**src/pkg/smul_map.svh**
```systemverilog
/*
  Address map, field positions, reset values and timing counts of the
  shift-and-add multiplier.
  Assumes a 32-bit APB with byte address = register index * 4.
*/
`ifndef SMUL_MAP_SVH
`define SMUL_MAP_SVH

// ----------------------------------------------------------------------
// Register indices (byte address is index * 4)
// ----------------------------------------------------------------------
`define SMUL_IDX_PRODUCT   16'hffd0
`define SMUL_IDX_CONTROL   16'hffd2
`define SMUL_IDX_OPERAND_A 16'hffd4
`define SMUL_IDX_OPERAND_B 16'hffd5
`define SMUL_IDX_BIT_WRITE 16'hffd6
`define SMUL_ADDR_W        18
`define SMUL_IDX_LO        2

// ----------------------------------------------------------------------
// Fields and reset values
// ----------------------------------------------------------------------
`define SMUL_RUN_POS       0
`define SMUL_CTRL_RESET    1'h0
`define SMUL_LANE_LO       0
`define SMUL_LANE_HI       1
`define SMUL_BYTE_W        8
`define SMUL_BW_BIT_LO     0
`define SMUL_BW_BIT_HI     2
`define SMUL_BW_VALUE      3
`define SMUL_BW_SELECT_B   4

// ----------------------------------------------------------------------
// Timing
// ----------------------------------------------------------------------
`define SMUL_RUN_CYCLES    5'h10
`define SMUL_ELAPSED_MAX   5'h1f

`endif

```
**src/pkg/smul_pkg.sv**
```systemverilog
/*
  Types shared by the multiplier files.
  Assumes smul_map.svh is on the include path.
*/
`include "smul_map.svh"

package smul_pkg;

  typedef enum logic {SMUL_MASTER, SMUL_SLAVE} smul_stage_type;

  typedef enum logic [2:0] {
    SMUL_REG_NONE,
    SMUL_REG_PRODUCT,
    SMUL_REG_CONTROL,
    SMUL_REG_OPERAND_A,
    SMUL_REG_OPERAND_B,
    SMUL_REG_BIT_WRITE
  } smul_reg_type;

  // Maps a word-aligned byte address to the register it selects
  function automatic smul_reg_type smul_decode(input logic [`SMUL_ADDR_W-1:0] addr);
    logic [`SMUL_ADDR_W-`SMUL_IDX_LO-1:0] idx;
    idx = addr[`SMUL_ADDR_W-1:`SMUL_IDX_LO];
    if (addr[`SMUL_IDX_LO-1:0] != '0) return SMUL_REG_NONE;
    unique case (idx)
      `SMUL_IDX_PRODUCT:   return SMUL_REG_PRODUCT;
      `SMUL_IDX_CONTROL:   return SMUL_REG_CONTROL;
      `SMUL_IDX_OPERAND_A: return SMUL_REG_OPERAND_A;
      `SMUL_IDX_OPERAND_B: return SMUL_REG_OPERAND_B;
      `SMUL_IDX_BIT_WRITE: return SMUL_REG_BIT_WRITE;
      default:             return SMUL_REG_NONE;
    endcase
  endfunction

endpackage

```
**src/core/smul_rst_sync.sv**
```systemverilog
/*
  Two-stage release synchroniser for the active-low reset.
  Assumes reset_n may change at any time relative to sys_clk.
*/
`timescale 1ns/1ns

module smul_rst_sync
  import smul_pkg::*;
(
  input  wire logic sys_clk,
  input  wire logic reset_n,
  output logic      rst_n_sync
);

  logic meta_r;

  always_ff @(posedge sys_clk or negedge reset_n) begin
    if (!reset_n) begin
      meta_r     <= 1'b0;
      rst_n_sync <= 1'b0;
    end else begin
      meta_r     <= 1'b1;
      rst_n_sync <= meta_r;
    end
  end

endmodule

```
**src/core/smul_step.sv**
```systemverilog
/*
  Selector and adder of one shift-and-add step.
  Assumes the caller registers the sum.
*/
`timescale 1ns/1ns

module smul_step
  import smul_pkg::*;
#(
  parameter int OP_W = 8
)
(
  input  wire logic [OP_W-1:0]         operand_a,
  input  wire logic [OP_W-1:0]         operand_b,
  input  wire logic [$clog2(OP_W)-1:0] step,
  input  wire logic [2*OP_W-1:0]       acc,
  output logic      [2*OP_W-1:0]       sum
);

  logic [2*OP_W-1:0] selected;

  // Shifted first operand when the matching bit of the second is set
  always_comb begin
    selected = '0;
    if (operand_b[step]) begin
      selected = {{OP_W{1'b0}}, operand_a} << step;
    end
    sum = acc + selected;
  end

endmodule

```
**src/core/smul_top.sv**
```systemverilog
/*
  APB-mapped 8 x 8 shift-and-add multiplier with a 16-bit product.
  Assumes an APB master on sys_clk; reset_n is asynchronous.
*/
`timescale 1ns/1ns
`include "smul_map.svh"

module smul_top
  import smul_pkg::*;
#(
  parameter int OP_W = 8
)
(
  input  wire logic                    sys_clk,
  input  wire logic                    reset_n,
  input  wire logic                    psel,
  input  wire logic                    penable,
  input  wire logic                    pwrite,
  input  wire logic [`SMUL_ADDR_W-1:0] paddr,
  input  wire logic [31:0]             pwdata,
  input  wire logic [3:0]              pstrb,
  output logic      [31:0]             prdata,
  output logic                         pready,
  output logic                         pslverr
);

  localparam int CNT_W  = $clog2(OP_W);
  localparam int PROD_W = 2 * OP_W;

  // ----------------------------------------------------------------------
  // Parameter check
  // ----------------------------------------------------------------------
  if (OP_W != 2 * `SMUL_BYTE_W / 2) begin : g_bad_width
    $error("OP_W must be 8 so that the product fills both byte lanes");
  end

  logic                  rst_n_sync;
  logic                  run_r;
  logic                  done_r;
  logic [CNT_W-1:0]      count_r;
  smul_stage_type        stage_r;
  logic [PROD_W-1:0]     product_r;
  logic [PROD_W-1:0]     step_sum;
  logic [OP_W-1:0]       operand_a_r;
  logic [OP_W-1:0]       operand_b_r;
  logic [31:0]           prdata_r;
  smul_reg_type          reg_sel;
  logic                  setup;
  logic                  access;
  logic                  wr;
  logic                  wr_ctrl;
  logic                  start_wr;
  logic                  stop_wr;
  logic                  add_now;
  logic [31:0]           read_word;

  // ----------------------------------------------------------------------
  // Reset release
  // ----------------------------------------------------------------------
  smul_rst_sync u_rst_sync (
    .sys_clk    (sys_clk),
    .reset_n    (reset_n),
    .rst_n_sync (rst_n_sync)
  );

  // ----------------------------------------------------------------------
  // APB decode
  // ----------------------------------------------------------------------
  assign setup    = psel & ~penable;
  assign access   = psel & penable;
  assign reg_sel  = smul_decode(paddr);
  assign wr       = access & pwrite;
  assign wr_ctrl  = wr && reg_sel == SMUL_REG_CONTROL && pstrb[`SMUL_LANE_LO];
  assign start_wr = wr_ctrl & pwdata[`SMUL_RUN_POS] & ~run_r;
  assign stop_wr  = wr_ctrl & ~pwdata[`SMUL_RUN_POS];
  assign pready   = access;
  assign pslverr  = access && reg_sel == SMUL_REG_NONE;
  assign prdata   = prdata_r;

  // ----------------------------------------------------------------------
  // Control register
  // ----------------------------------------------------------------------
  always_ff @(posedge sys_clk or negedge rst_n_sync) begin
    if (!rst_n_sync) begin
      run_r <= `SMUL_CTRL_RESET;
    end else if (wr_ctrl) begin
      run_r <= pwdata[`SMUL_RUN_POS];
    end
  end

  // ----------------------------------------------------------------------
  // Step counter and master/slave stage
  // ----------------------------------------------------------------------
  assign add_now = run_r && !stop_wr && !done_r && stage_r == SMUL_SLAVE;

  always_ff @(posedge sys_clk or negedge rst_n_sync) begin
    if (!rst_n_sync) begin
      count_r <= '0;
      stage_r <= SMUL_MASTER;
      done_r  <= 1'b0;
    end else if (!run_r || stop_wr) begin
      count_r <= '0;
      stage_r <= SMUL_MASTER;
      done_r  <= 1'b0;
    end else if (!done_r) begin
      unique case (stage_r)
        SMUL_MASTER: begin
          stage_r <= SMUL_SLAVE;
        end
        SMUL_SLAVE: begin
          stage_r <= SMUL_MASTER;
          if (count_r == CNT_W'(OP_W - 1)) begin
            done_r <= 1'b1;
          end else begin
            count_r <= count_r + 1'b1;
          end
        end
      endcase
    end
  end

  // ----------------------------------------------------------------------
  // Product register
  // ----------------------------------------------------------------------
  smul_step #(
    .OP_W (OP_W)
  ) u_step (
    .operand_a (operand_a_r),
    .operand_b (operand_b_r),
    .step      (count_r),
    .acc       (product_r),
    .sum       (step_sum)
  );

  // No reset: contents are undefined until written or computed
  always_ff @(posedge sys_clk) begin
    if (start_wr) begin
      product_r <= '0;
    end else if (add_now) begin
      product_r <= step_sum;
    end else if (wr && reg_sel == SMUL_REG_PRODUCT) begin
      if (pstrb[`SMUL_LANE_LO]) begin
        product_r[`SMUL_BYTE_W-1:0] <= pwdata[`SMUL_BYTE_W-1:0];
      end
      if (pstrb[`SMUL_LANE_HI]) begin
        product_r[PROD_W-1:`SMUL_BYTE_W] <= pwdata[PROD_W-1:`SMUL_BYTE_W];
      end
    end
  end

  // ----------------------------------------------------------------------
  // Operand registers
  // ----------------------------------------------------------------------
  always_ff @(posedge sys_clk) begin
    if (wr && reg_sel == SMUL_REG_OPERAND_A && pstrb[`SMUL_LANE_LO]) begin
      operand_a_r <= pwdata[OP_W-1:0];
    end else if (wr && reg_sel == SMUL_REG_BIT_WRITE && pstrb[`SMUL_LANE_LO]
                 && !pwdata[`SMUL_BW_SELECT_B]) begin
      operand_a_r[pwdata[`SMUL_BW_BIT_LO +: CNT_W]] <= pwdata[`SMUL_BW_VALUE];
    end
  end

  always_ff @(posedge sys_clk) begin
    if (wr && reg_sel == SMUL_REG_OPERAND_B && pstrb[`SMUL_LANE_LO]) begin
      operand_b_r <= pwdata[OP_W-1:0];
    end else if (wr && reg_sel == SMUL_REG_BIT_WRITE && pstrb[`SMUL_LANE_LO]
                 && pwdata[`SMUL_BW_SELECT_B]) begin
      operand_b_r[pwdata[`SMUL_BW_BIT_LO +: CNT_W]] <= pwdata[`SMUL_BW_VALUE];
    end
  end

  // ----------------------------------------------------------------------
  // Read data, captured in the setup cycle
  // ----------------------------------------------------------------------
  always_comb begin
    read_word = '0;
    unique case (reg_sel)
      SMUL_REG_PRODUCT:   read_word[PROD_W-1:0] = product_r;
      SMUL_REG_CONTROL:   read_word[`SMUL_RUN_POS] = run_r;
      SMUL_REG_OPERAND_A: read_word[OP_W-1:0] = operand_a_r;
      SMUL_REG_OPERAND_B: read_word[OP_W-1:0] = operand_b_r;
      SMUL_REG_BIT_WRITE: read_word = '0;
      SMUL_REG_NONE:      read_word = '0;
    endcase
  end

  always_ff @(posedge sys_clk or negedge rst_n_sync) begin
    if (!rst_n_sync) begin
      prdata_r <= '0;
    end else if (setup && !pwrite) begin
      prdata_r <= read_word;
    end
  end

  // ----------------------------------------------------------------------
  // Checking helpers
  // ----------------------------------------------------------------------
  logic [4:0]        elapsed_r;
  logic [PROD_W-1:0] expect_r;
  logic              ops_touched_r;

  always_ff @(posedge sys_clk or negedge rst_n_sync) begin
    if (!rst_n_sync) begin
      elapsed_r <= '0;
    end else if (!run_r || stop_wr) begin
      elapsed_r <= '0;
    end else if (elapsed_r != `SMUL_ELAPSED_MAX) begin
      elapsed_r <= elapsed_r + 1'b1;
    end
  end

  always_ff @(posedge sys_clk or negedge rst_n_sync) begin
    if (!rst_n_sync) begin
      expect_r      <= '0;
      ops_touched_r <= 1'b1;
    end else if (start_wr) begin
      expect_r      <= PROD_W'(operand_a_r) * PROD_W'(operand_b_r);
      ops_touched_r <= 1'b0;
    end else if (wr && (reg_sel == SMUL_REG_OPERAND_A || reg_sel == SMUL_REG_OPERAND_B
                        || reg_sel == SMUL_REG_BIT_WRITE || reg_sel == SMUL_REG_PRODUCT)) begin
      ops_touched_r <= 1'b1;
    end
  end
endmodule

```
**config.mk**
```make
export PLATFORM = sky130hd
export DESIGN_NAME = smul_top
export DESIGN_NICKNAME = d
export VERILOG_FILES = /design/src/pkg/smul_pkg.sv /design/src/core/smul_rst_sync.sv /design/src/core/smul_step.sv /design/src/core/smul_top.sv
export VERILOG_INCLUDE_DIRS = /design/src /design/src/pkg
export SDC_FILE = /design/constraint.sdc
export NUM_CORES = 1
export LEC_CHECK = 0
export ABC_AREA = 1
export BUFFER_PORTS_ARGS = -buffer_cell sky130_fd_sc_hd__buf_2
export CORE_MARGIN = 1
export CORE_UTILIZATION = 35
export CTS_BUF_LIST = sky130_fd_sc_hd__clkbuf_16
export CTS_CLUSTER_DIAMETER = 30
export CTS_CLUSTER_SIZE = 28
export DETAILED_ROUTE_END_ITERATION = 16
export GPL_ROUTABILITY_DRIVEN = 1
export PLACE_DENSITY_LB_ADDON = 0.05
export REMOVE_ABC_BUFFERS = 1
export SETUP_SLACK_MARGIN = 0.02
export SLEW_MARGIN = 20
export SYNTH_ARGS = -nofsm -noshare
export SYNTH_HDL_FRONTEND = slang
export SYNTH_SLANG_ARGS = --single-unit
```
**constraint.sdc**
```tcl
create_clock -name sys_clk -period 1.9 [get_ports sys_clk]
set_input_delay 0.38 -clock sys_clk [delete_from_list [all_inputs] [get_ports sys_clk]]
set_output_delay 0.38 -clock sys_clk [all_outputs]
set_load 0.02 [all_outputs]
```
==> impl_metrics.tcl, run 1 <==
set metrics [dict create \
    fp.coreArea_mm2 0.0127 \
    yosysSeqAreaShare 0.308 \
    avgSynthCellArea_um2 6.76 \
    drtIter0Drc 224 \
    wl_per_cell_um 14.7 \
    postLayoutSetupSlackWorst_ns -0.738 \
    finClkSkew_ns 0.00503 \
    clkTransAtPathRegs_ns 0.08 \
    synth_seq_cells 56 \
    slowest_stage "dfrtp_2" \
    cts_buffers 5 \
    status "finished with violations" \
    area_growth_pct 53.4 \
    fin_nets 947 \
    fillerInstances 1247 \
    clock_latency_ns 0.31 \
    initial_core_util 0.360 \
    arrival_ns 2.85 \
    grt_pass1_vias 4903 \
    io_buffers 58 \
    critPathCaptureType "flop" \
    register_area_mm2 0.00140 \
    routed_wl_mm 15.4 \
    synthFlopType "dfrtp_1" \
    violations "setup timing" \
    final-hold-violation-count 0 \
    die_h_um 116 \
    multi_input_area_mm2 0.00332 \
    path_buf_inv 3 \
    critPathLaunchType "flop" \
    ant_nets 0 \
    place_ws_ns -0.972 \
    setup_violations 16 \
    path_max_fanout 6 \
    max_cap_violations 0 \
    antenna_found_initial 0 \
    cts_tree "built" \
    antenna_cells 0 \
    rsz0062_at_grt "true" \
    worstPathCellList "buf_6, mux2i_2, nor2_1, a31oi_1, nor2_1, o21ai_1, inv_1, ha_4, nand2_2, buf_4, nor2_1, nand3_1, nand2_1, xor2_1, nand3_1, nand2_1, a21oi_2" \
    grt_use_total 0.235 \
    ir_drop_mv 0.276 \
    max_freq_ghz 0.379 \
    critPathTopFamily "simple AND/OR/NAND/NOR gates" \
    synthArstFlopShare 0.429 \
    syn_inst 674 \
    clock-sinks 56 \
    cp-startpoint "count_r[0]$_DFFE_PN0P_" \
    dr.pass1.iters 5 \
    fin_crit_sh 1.39 \
    final_max_slew_viol_count 0 \
    grt_overflow 0 \
    htreeDepth 2 \
    place_hpwl_mm 11.8 \
    place_congestion 0.897 \
    grt_max_degree 23 \
    p_leak_nw 3.34 \
    synthesis.area_mm2 0.00456 \
    clk_path_buf_depth 2 \
    slowest_delay_ns 0.44 \
    hold_ws_ns 0.230 \
    cpMostUsedCell "nor2_1" \
    worstPathRequired_ns 2.11 \
    post-place-cells 1006 \
    routed_via_density 4.90 \
    cts-root-buf "clkbuf_16" \
    min_period_ns 2.64 \
    power_density_mw_per_mm2 355 \
    num_vias 5112 \
    hold_class "flop to async pin" \
    finalNonFillerCells 1043 \
    critical_path_class "flop to flop" \
    dieArea_mm2 0.0135 \
    yosys_warnings 0 \
    grt_pass1_wl_mm 24.0 \
    synth_cell_types 42 \
    rows 41 \
    drive_gt1_frac 0.432 \
    die_w_um 116 \
    io_pins 93 \
    synth_edf_count 16 \
    reg2reg_from "count_r[0]$_DFFE_PN0P_" \
    drc 0 \
]
[repair_timing]
item	CTS	global route
endpoints found under the hold margin	2	0
gates cloned	1	2
pin swaps	43	57
endpoints found under the setup margin	20	56
hold buffers	1	0
gates resized for setup	109	109
setup buffers	11	14
[stage by stage]
step	instance area, um^2	setup TNS [ns]	total power, mW	utilization
after detailed placement	5840	-21.83	1.47	0.461
after global placement	5840	-20.47	1.46	0.461
after CTS	6480	-8.60	2.49	0.511
after global routing	6990	-11.59	2.57	0.551
after floorplan	4400	-26.30	1.37	-
final	6990	-8.74	2.48	0.551
[area by class of cell]
type                    instances  area share
multi-input cells             524       0.476
repair buffers                207       0.229
flip-flops and latches         56       0.201
inverters                      76      0.0433
well taps                     172      0.0308
clock buffers                   5      0.0179
clock inverters                 3     0.00269
[flip-flops by register name, summed over array words and instances (netlist names)]
signal	cells
u_rst_sync.rst_n_sync	1
stage_r	1
operand_a_r	8
u_rst_sync.meta_r	1
run_r	1
done_r	1
prdata	16
operand_b_r	8
count_r	3
product_r	16
[kinds of logic after synthesis]
kind of cell | count (synthesis) | synth area share
other | 2 | 0.00165
and+or+nand+nor | 352 | 0.351
muxes | 4 | 0.00906
xor gates and xnor gates | 10 | 0.0192
adders and majority gates | 18 | 0.0511
DFF | 56 | 0.308
buffers and inverters | 109 | 0.109
AOI/OAI and AO/OA | 123 | 0.151
[metal layers]
metal  vias up  track usage  share of wire
met5         -            0              0
met4         0       0.0897          0.032
met3        30       0.0335          0.022
met2       102        0.429           0.51
met1      2390        0.276           0.43
li1       2590            -              -
[report_power, final]
group | switching (mW) | total (mW) | leakage, nW | internal (mW)
Clock | 0.491 | 0.984 | 0.0759 | 0.493
Combinational | 0.162 | 0.265 | 2.69 | 0.103
Sequential | 0.000549 | 1.23 | 0.570 | 1.23
[final timing paths]
kind,end,slack (ns),cells past startpoint
worst max-delay path,product_r[13]$_SDFFE_PP0P_,-0.74,17
worst min-delay path,prdata[13]$_DFFE_PN0P_,0.23,1
worst max register to register,product_r[13]$_SDFFE_PP0P_,-0.74,17
worst min register to register,prdata[13]$_DFFE_PN0P_,0.23,1
max in group asynchronous,count_r[0]$_DFFE_PN0P_,1.41,1
min in group sys_clk,u_rst_sync.rst_n_sync$_DFF_PN0_,0.36,0
[placed cells by master, fill, tap and decap left out, drive strengths merged]
| master | n |
|---|---|
| buf | 206 |
| nand2 | 186 |
| inv | 77 |
| nor2 | 72 |
| o21ai | 62 |
| nand3 | 61 |
| a21oi | 51 |
| dfrtp | 24 |
| nor3 | 21 |
| conb | 17 |
| ha | 17 |
| edfxtp | 16 |
| dfxtp | 16 |
| nand4 | 10 |
| xor2 | 9 |
| clkbuf | 5 |
| o211ai | 4 |
| o21bai | 3 |
| mux2i | 3 |
| clkinv | 2 |
| o21a | 1 |
| a31oi | 1 |
| nor4 | 1 |
| mux2 | 1 |
| xnor2 | 1 |
| nand3b | 1 |
| a21o | 1 |
| fa | 1 |
| dlygate4sd3 | 1 |
[Yosys cell counts, types with 10 or more instances]
cell type    n  area [um^2]
ha_1        17          213
a21oi_2     10         87.6
dfrtp_1     24          601
nand2_1    177          664
nand4_1     10         62.6
dfxtp_1     16          320
a21oi_1     41          205
nor3_1      20          100
buf_4       18          135
o21ai_0     55          275
edfxtp_1    16          480
inv_1       64          240
nor2_1      59          221
nand3_1     58          290
(Power assumes the default switching activity.)
==> run 2: changes to the inputs <==
--- a/config.mk
+++ b/config.mk
@@ -15,8 +15,7 @@
 export CTS_CLUSTER_SIZE = 28
 export DETAILED_ROUTE_END_ITERATION = 16
 export GPL_ROUTABILITY_DRIVEN = 1
-export PLACE_DENSITY_LB_ADDON = 0.05
-export REMOVE_ABC_BUFFERS = 1
+export PLACE_DENSITY = 0.65
 export SETUP_SLACK_MARGIN = 0.02
 export SLEW_MARGIN = 20
 export SYNTH_ARGS = -nofsm -noshare
==> run 2 against run 1 <==
  * The run still ends with setup timing left
  * Sequential share of layout area grew 0.52 points
  * Die area is the same
  * Fmax shrank 3.6%
  * Via count shrank 2.6%
  * Combinational power shrank 6%
  * Non-clock buffer count shrank 26
  * Register-to-register slack lost 0.098 ns
  * Global-route usage shrank 2.4 points
  * Cell count shrank 2.5%
  * Design area shrank 2.6%
  * Sequential power is essentially flat
  * First-iteration DRC count grew 15%
  * Critical endpoint is now product_r[12]$_SDFFE_PP0P_
  * Largest power group unchanged
==> impl_metrics.tcl, run 2 (synthesized netlist as in run 1, its figures left out) <==
set metrics [dict create \
    drtIter0Drc 257 \
    p_comb_frac 0.102 \
    worstPathRequired_ns 2.15 \
    place_congestion 0.921 \
    htreeDepth 2 \
    layout_common_cells "nand2_1, buf_4, inv_1" \
    p_sw_frac 0.258 \
    io_buffers 58 \
    wl_per_cell_um 14.3 \
    clkTransAtPathRegs_ns 0.08 \
    finClkSkew_ns 0.0105 \
    postLayoutSetupSlackWorst_ns -0.836 \
    final-hold-violation-count 0 \
    net-switching-power_mw 0.633 \
    reg2reg_from "count_r[0]$_DFFE_PN0P_" \
    p_leak_nw 3.19 \
    drc 0 \
    fin_nets 921 \
    dieArea_mm2 0.0135 \
    violations "setup timing" \
    grt_overflow 0 \
    power_density_mw_per_mm2 361 \
    r2r-end "product_r[12]$_SDFFE_PP0P_" \
    arrival_ns 2.98 \
    die_w_um 116 \
    routed_wl_mm 14.6 \
    grt_pass1_wl_mm 21.9 \
    rows 41 \
    fillerInstances 1167 \
    ant_nets 0 \
    critPathCaptureType "flop" \
    post-place-cells 980 \
    seq_power_share 0.502 \
    critPathLaunchType "flop" \
    antenna_cells 0 \
    tns_ns -9.95 \
    fin_crit_sh 1.44 \
    multi_input_area_mm2 0.00342 \
    io_pins 93 \
    die_h_um 116 \
    fp.coreArea_mm2 0.0127 \
    cts-root-buf "clkbuf_16" \
    grt_pass1_vias 4400 \
    finalNonFillerCells 1017 \
    fin_util 0.537 \
    dr.pass1.iters 6 \
    place_hpwl_mm 10.8 \
    clk_path_buf_depth 2 \
    final_max_slew_viol_count 0 \
    status "finished with violations" \
    antenna_found_initial 0 \
    rsz0062_at_grt "true" \
    routed_via_density 4.90 \
    area_growth_pct 49.3 \
    grt_max_degree 23 \
    setup_violations 15 \
    clock-sinks 56 \
    initial_core_util 0.360 \
    cts_tree "built" \
    max_freq_ghz 0.365 \
    cts_buffers 5 \
    path_max_fanout 6 \
    clock_latency_ns 0.31 \
    critical_path_class "flop to flop" \
    reg2regPathDepth 17 \
    min_period_ns 2.74 \
    max_cap_violations 0 \
    num_vias 4980 \
    p_clk_frac 0.396 \
    p_int_mw 1.82 \
    register_area_mm2 0.00140 \
    hold_class "flop to async pin" \
    ir_drop_mv 0.341 \
    drive_gt1_frac 0.417 \
    final_common_cell "nand2_1" \
    regToRegSetupSlack_ns -0.84 \
    grt_use_total 0.211 \
]
==> run 2: cell count changes in the layout (fill, tap and decap cells not counted), moves of 5 or more <==
cell | previous run | this run
inv_2 | 12 | 6
inv_1 | 57 | 63
nand3_1 | 53 | 48
buf_4 | 129 | 108
buf_6 | 27 | 16
buf_2 | 45 | 54
==> run 2: cell type report <==
class | count | area share
clock buffers | 5 | 0.0184
clock inverters | 3 | 0.00386
inverters | 76 | 0.0447
multi-input cells | 524 | 0.502
flip-flops and latches | 56 | 0.206
well taps | 172 | 0.0316
repair buffers | 181 | 0.193
==> run 2: metal layers <==
metal / vias to the layer above / routed length [um] / GRT usage
li1: 2526 / - / -
met1: 2310 / 6690 / 0.289
met2: 122 / 6950 / 0.345
met3: 22 / 603 / 0.0324
met4: 0 / 321 / 0.0598
met5: - / 0 / 0
==> run 2: worst max-delay path, stage by stage (launching register included) <==
cell and delay [ns]:
dfrtp_2 0.47, buf_6 0.16, a21oi_2 0.13, o21ai_2 0.06, nand2_1 0.10, nand2_4 0.09, nor3_4 0.12, ha_2 0.22
inv_2 0.05, fa_2 0.36, o21ai_4 0.19, a21oi_4 0.10, nor2_2 0.10, nor2_1 0.06, o21ai_1 0.16, xor2_1 0.16
nor2_1 0.05, nor2_1 0.09
==> run 2: stage by stage <==
step	setup WS [ns]	hold slack [ns]	power [mW]	cell area, um^2
6_report	-0.836	0.218	2.45	6800
3_5_place_dp	-0.837	0.169	1.47	5830
2_1_floorplan	-0.630	0.0844	1.40	4820
5_1_grt	-1.02	0.271	2.54	6800
3_3_place_gp	-0.777	0.166	1.47	5830
4_1_cts	-0.775	0.233	2.45	6270
==> run 2: worst max path at each step <==
stage | startpoint | to | slack [ns] | depth (start not counted)
after floorplan | count_r[1]$_DFFE_PN0P_ | product_r[12]$_SDFFE_PP0P_ | -0.63 | 18
after global placement | count_r[0]$_DFFE_PN0P_ | product_r[12]$_SDFFE_PP0P_ | -0.78 | 17
after detailed placement | count_r[0]$_DFFE_PN0P_ | product_r[12]$_SDFFE_PP0P_ | -0.84 | 17
after CTS | count_r[0]$_DFFE_PN0P_ | product_r[12]$_SDFFE_PP0P_ | -0.77 | 17
after global routing | count_r[0]$_DFFE_PN0P_ | product_r[9]$_SDFFE_PP0P_ | -1.02 | 19
final | count_r[0]$_DFFE_PN0P_ | product_r[12]$_SDFFE_PP0P_ | -0.84 | 17
==> run 2: timing repair <==
| action | in CTS | in global routing |
|---|---|---|
| hold buffers | 1 | 0 |
| endpoints found under the hold margin | 2 | 0 |
| setup buffers | 17 | 12 |
| cloned | 0 | 2 |
| resized for setup | 45 | 109 |
| pin swaps | 41 | 58 |
| setup endpoints to repair | 17 | 45 |
==> run 2: power by group through the flow <==
stage	combinational (mW)	sequential [mW]	clock, mW
finish	0.250	1.23	0.971
global route	0.275	1.23	1.03
CTS	0.225	1.23	0.993
detailed placement	0.214	1.26	0
global placement	0.213	1.26	0
floorplan	0.133	1.27	0
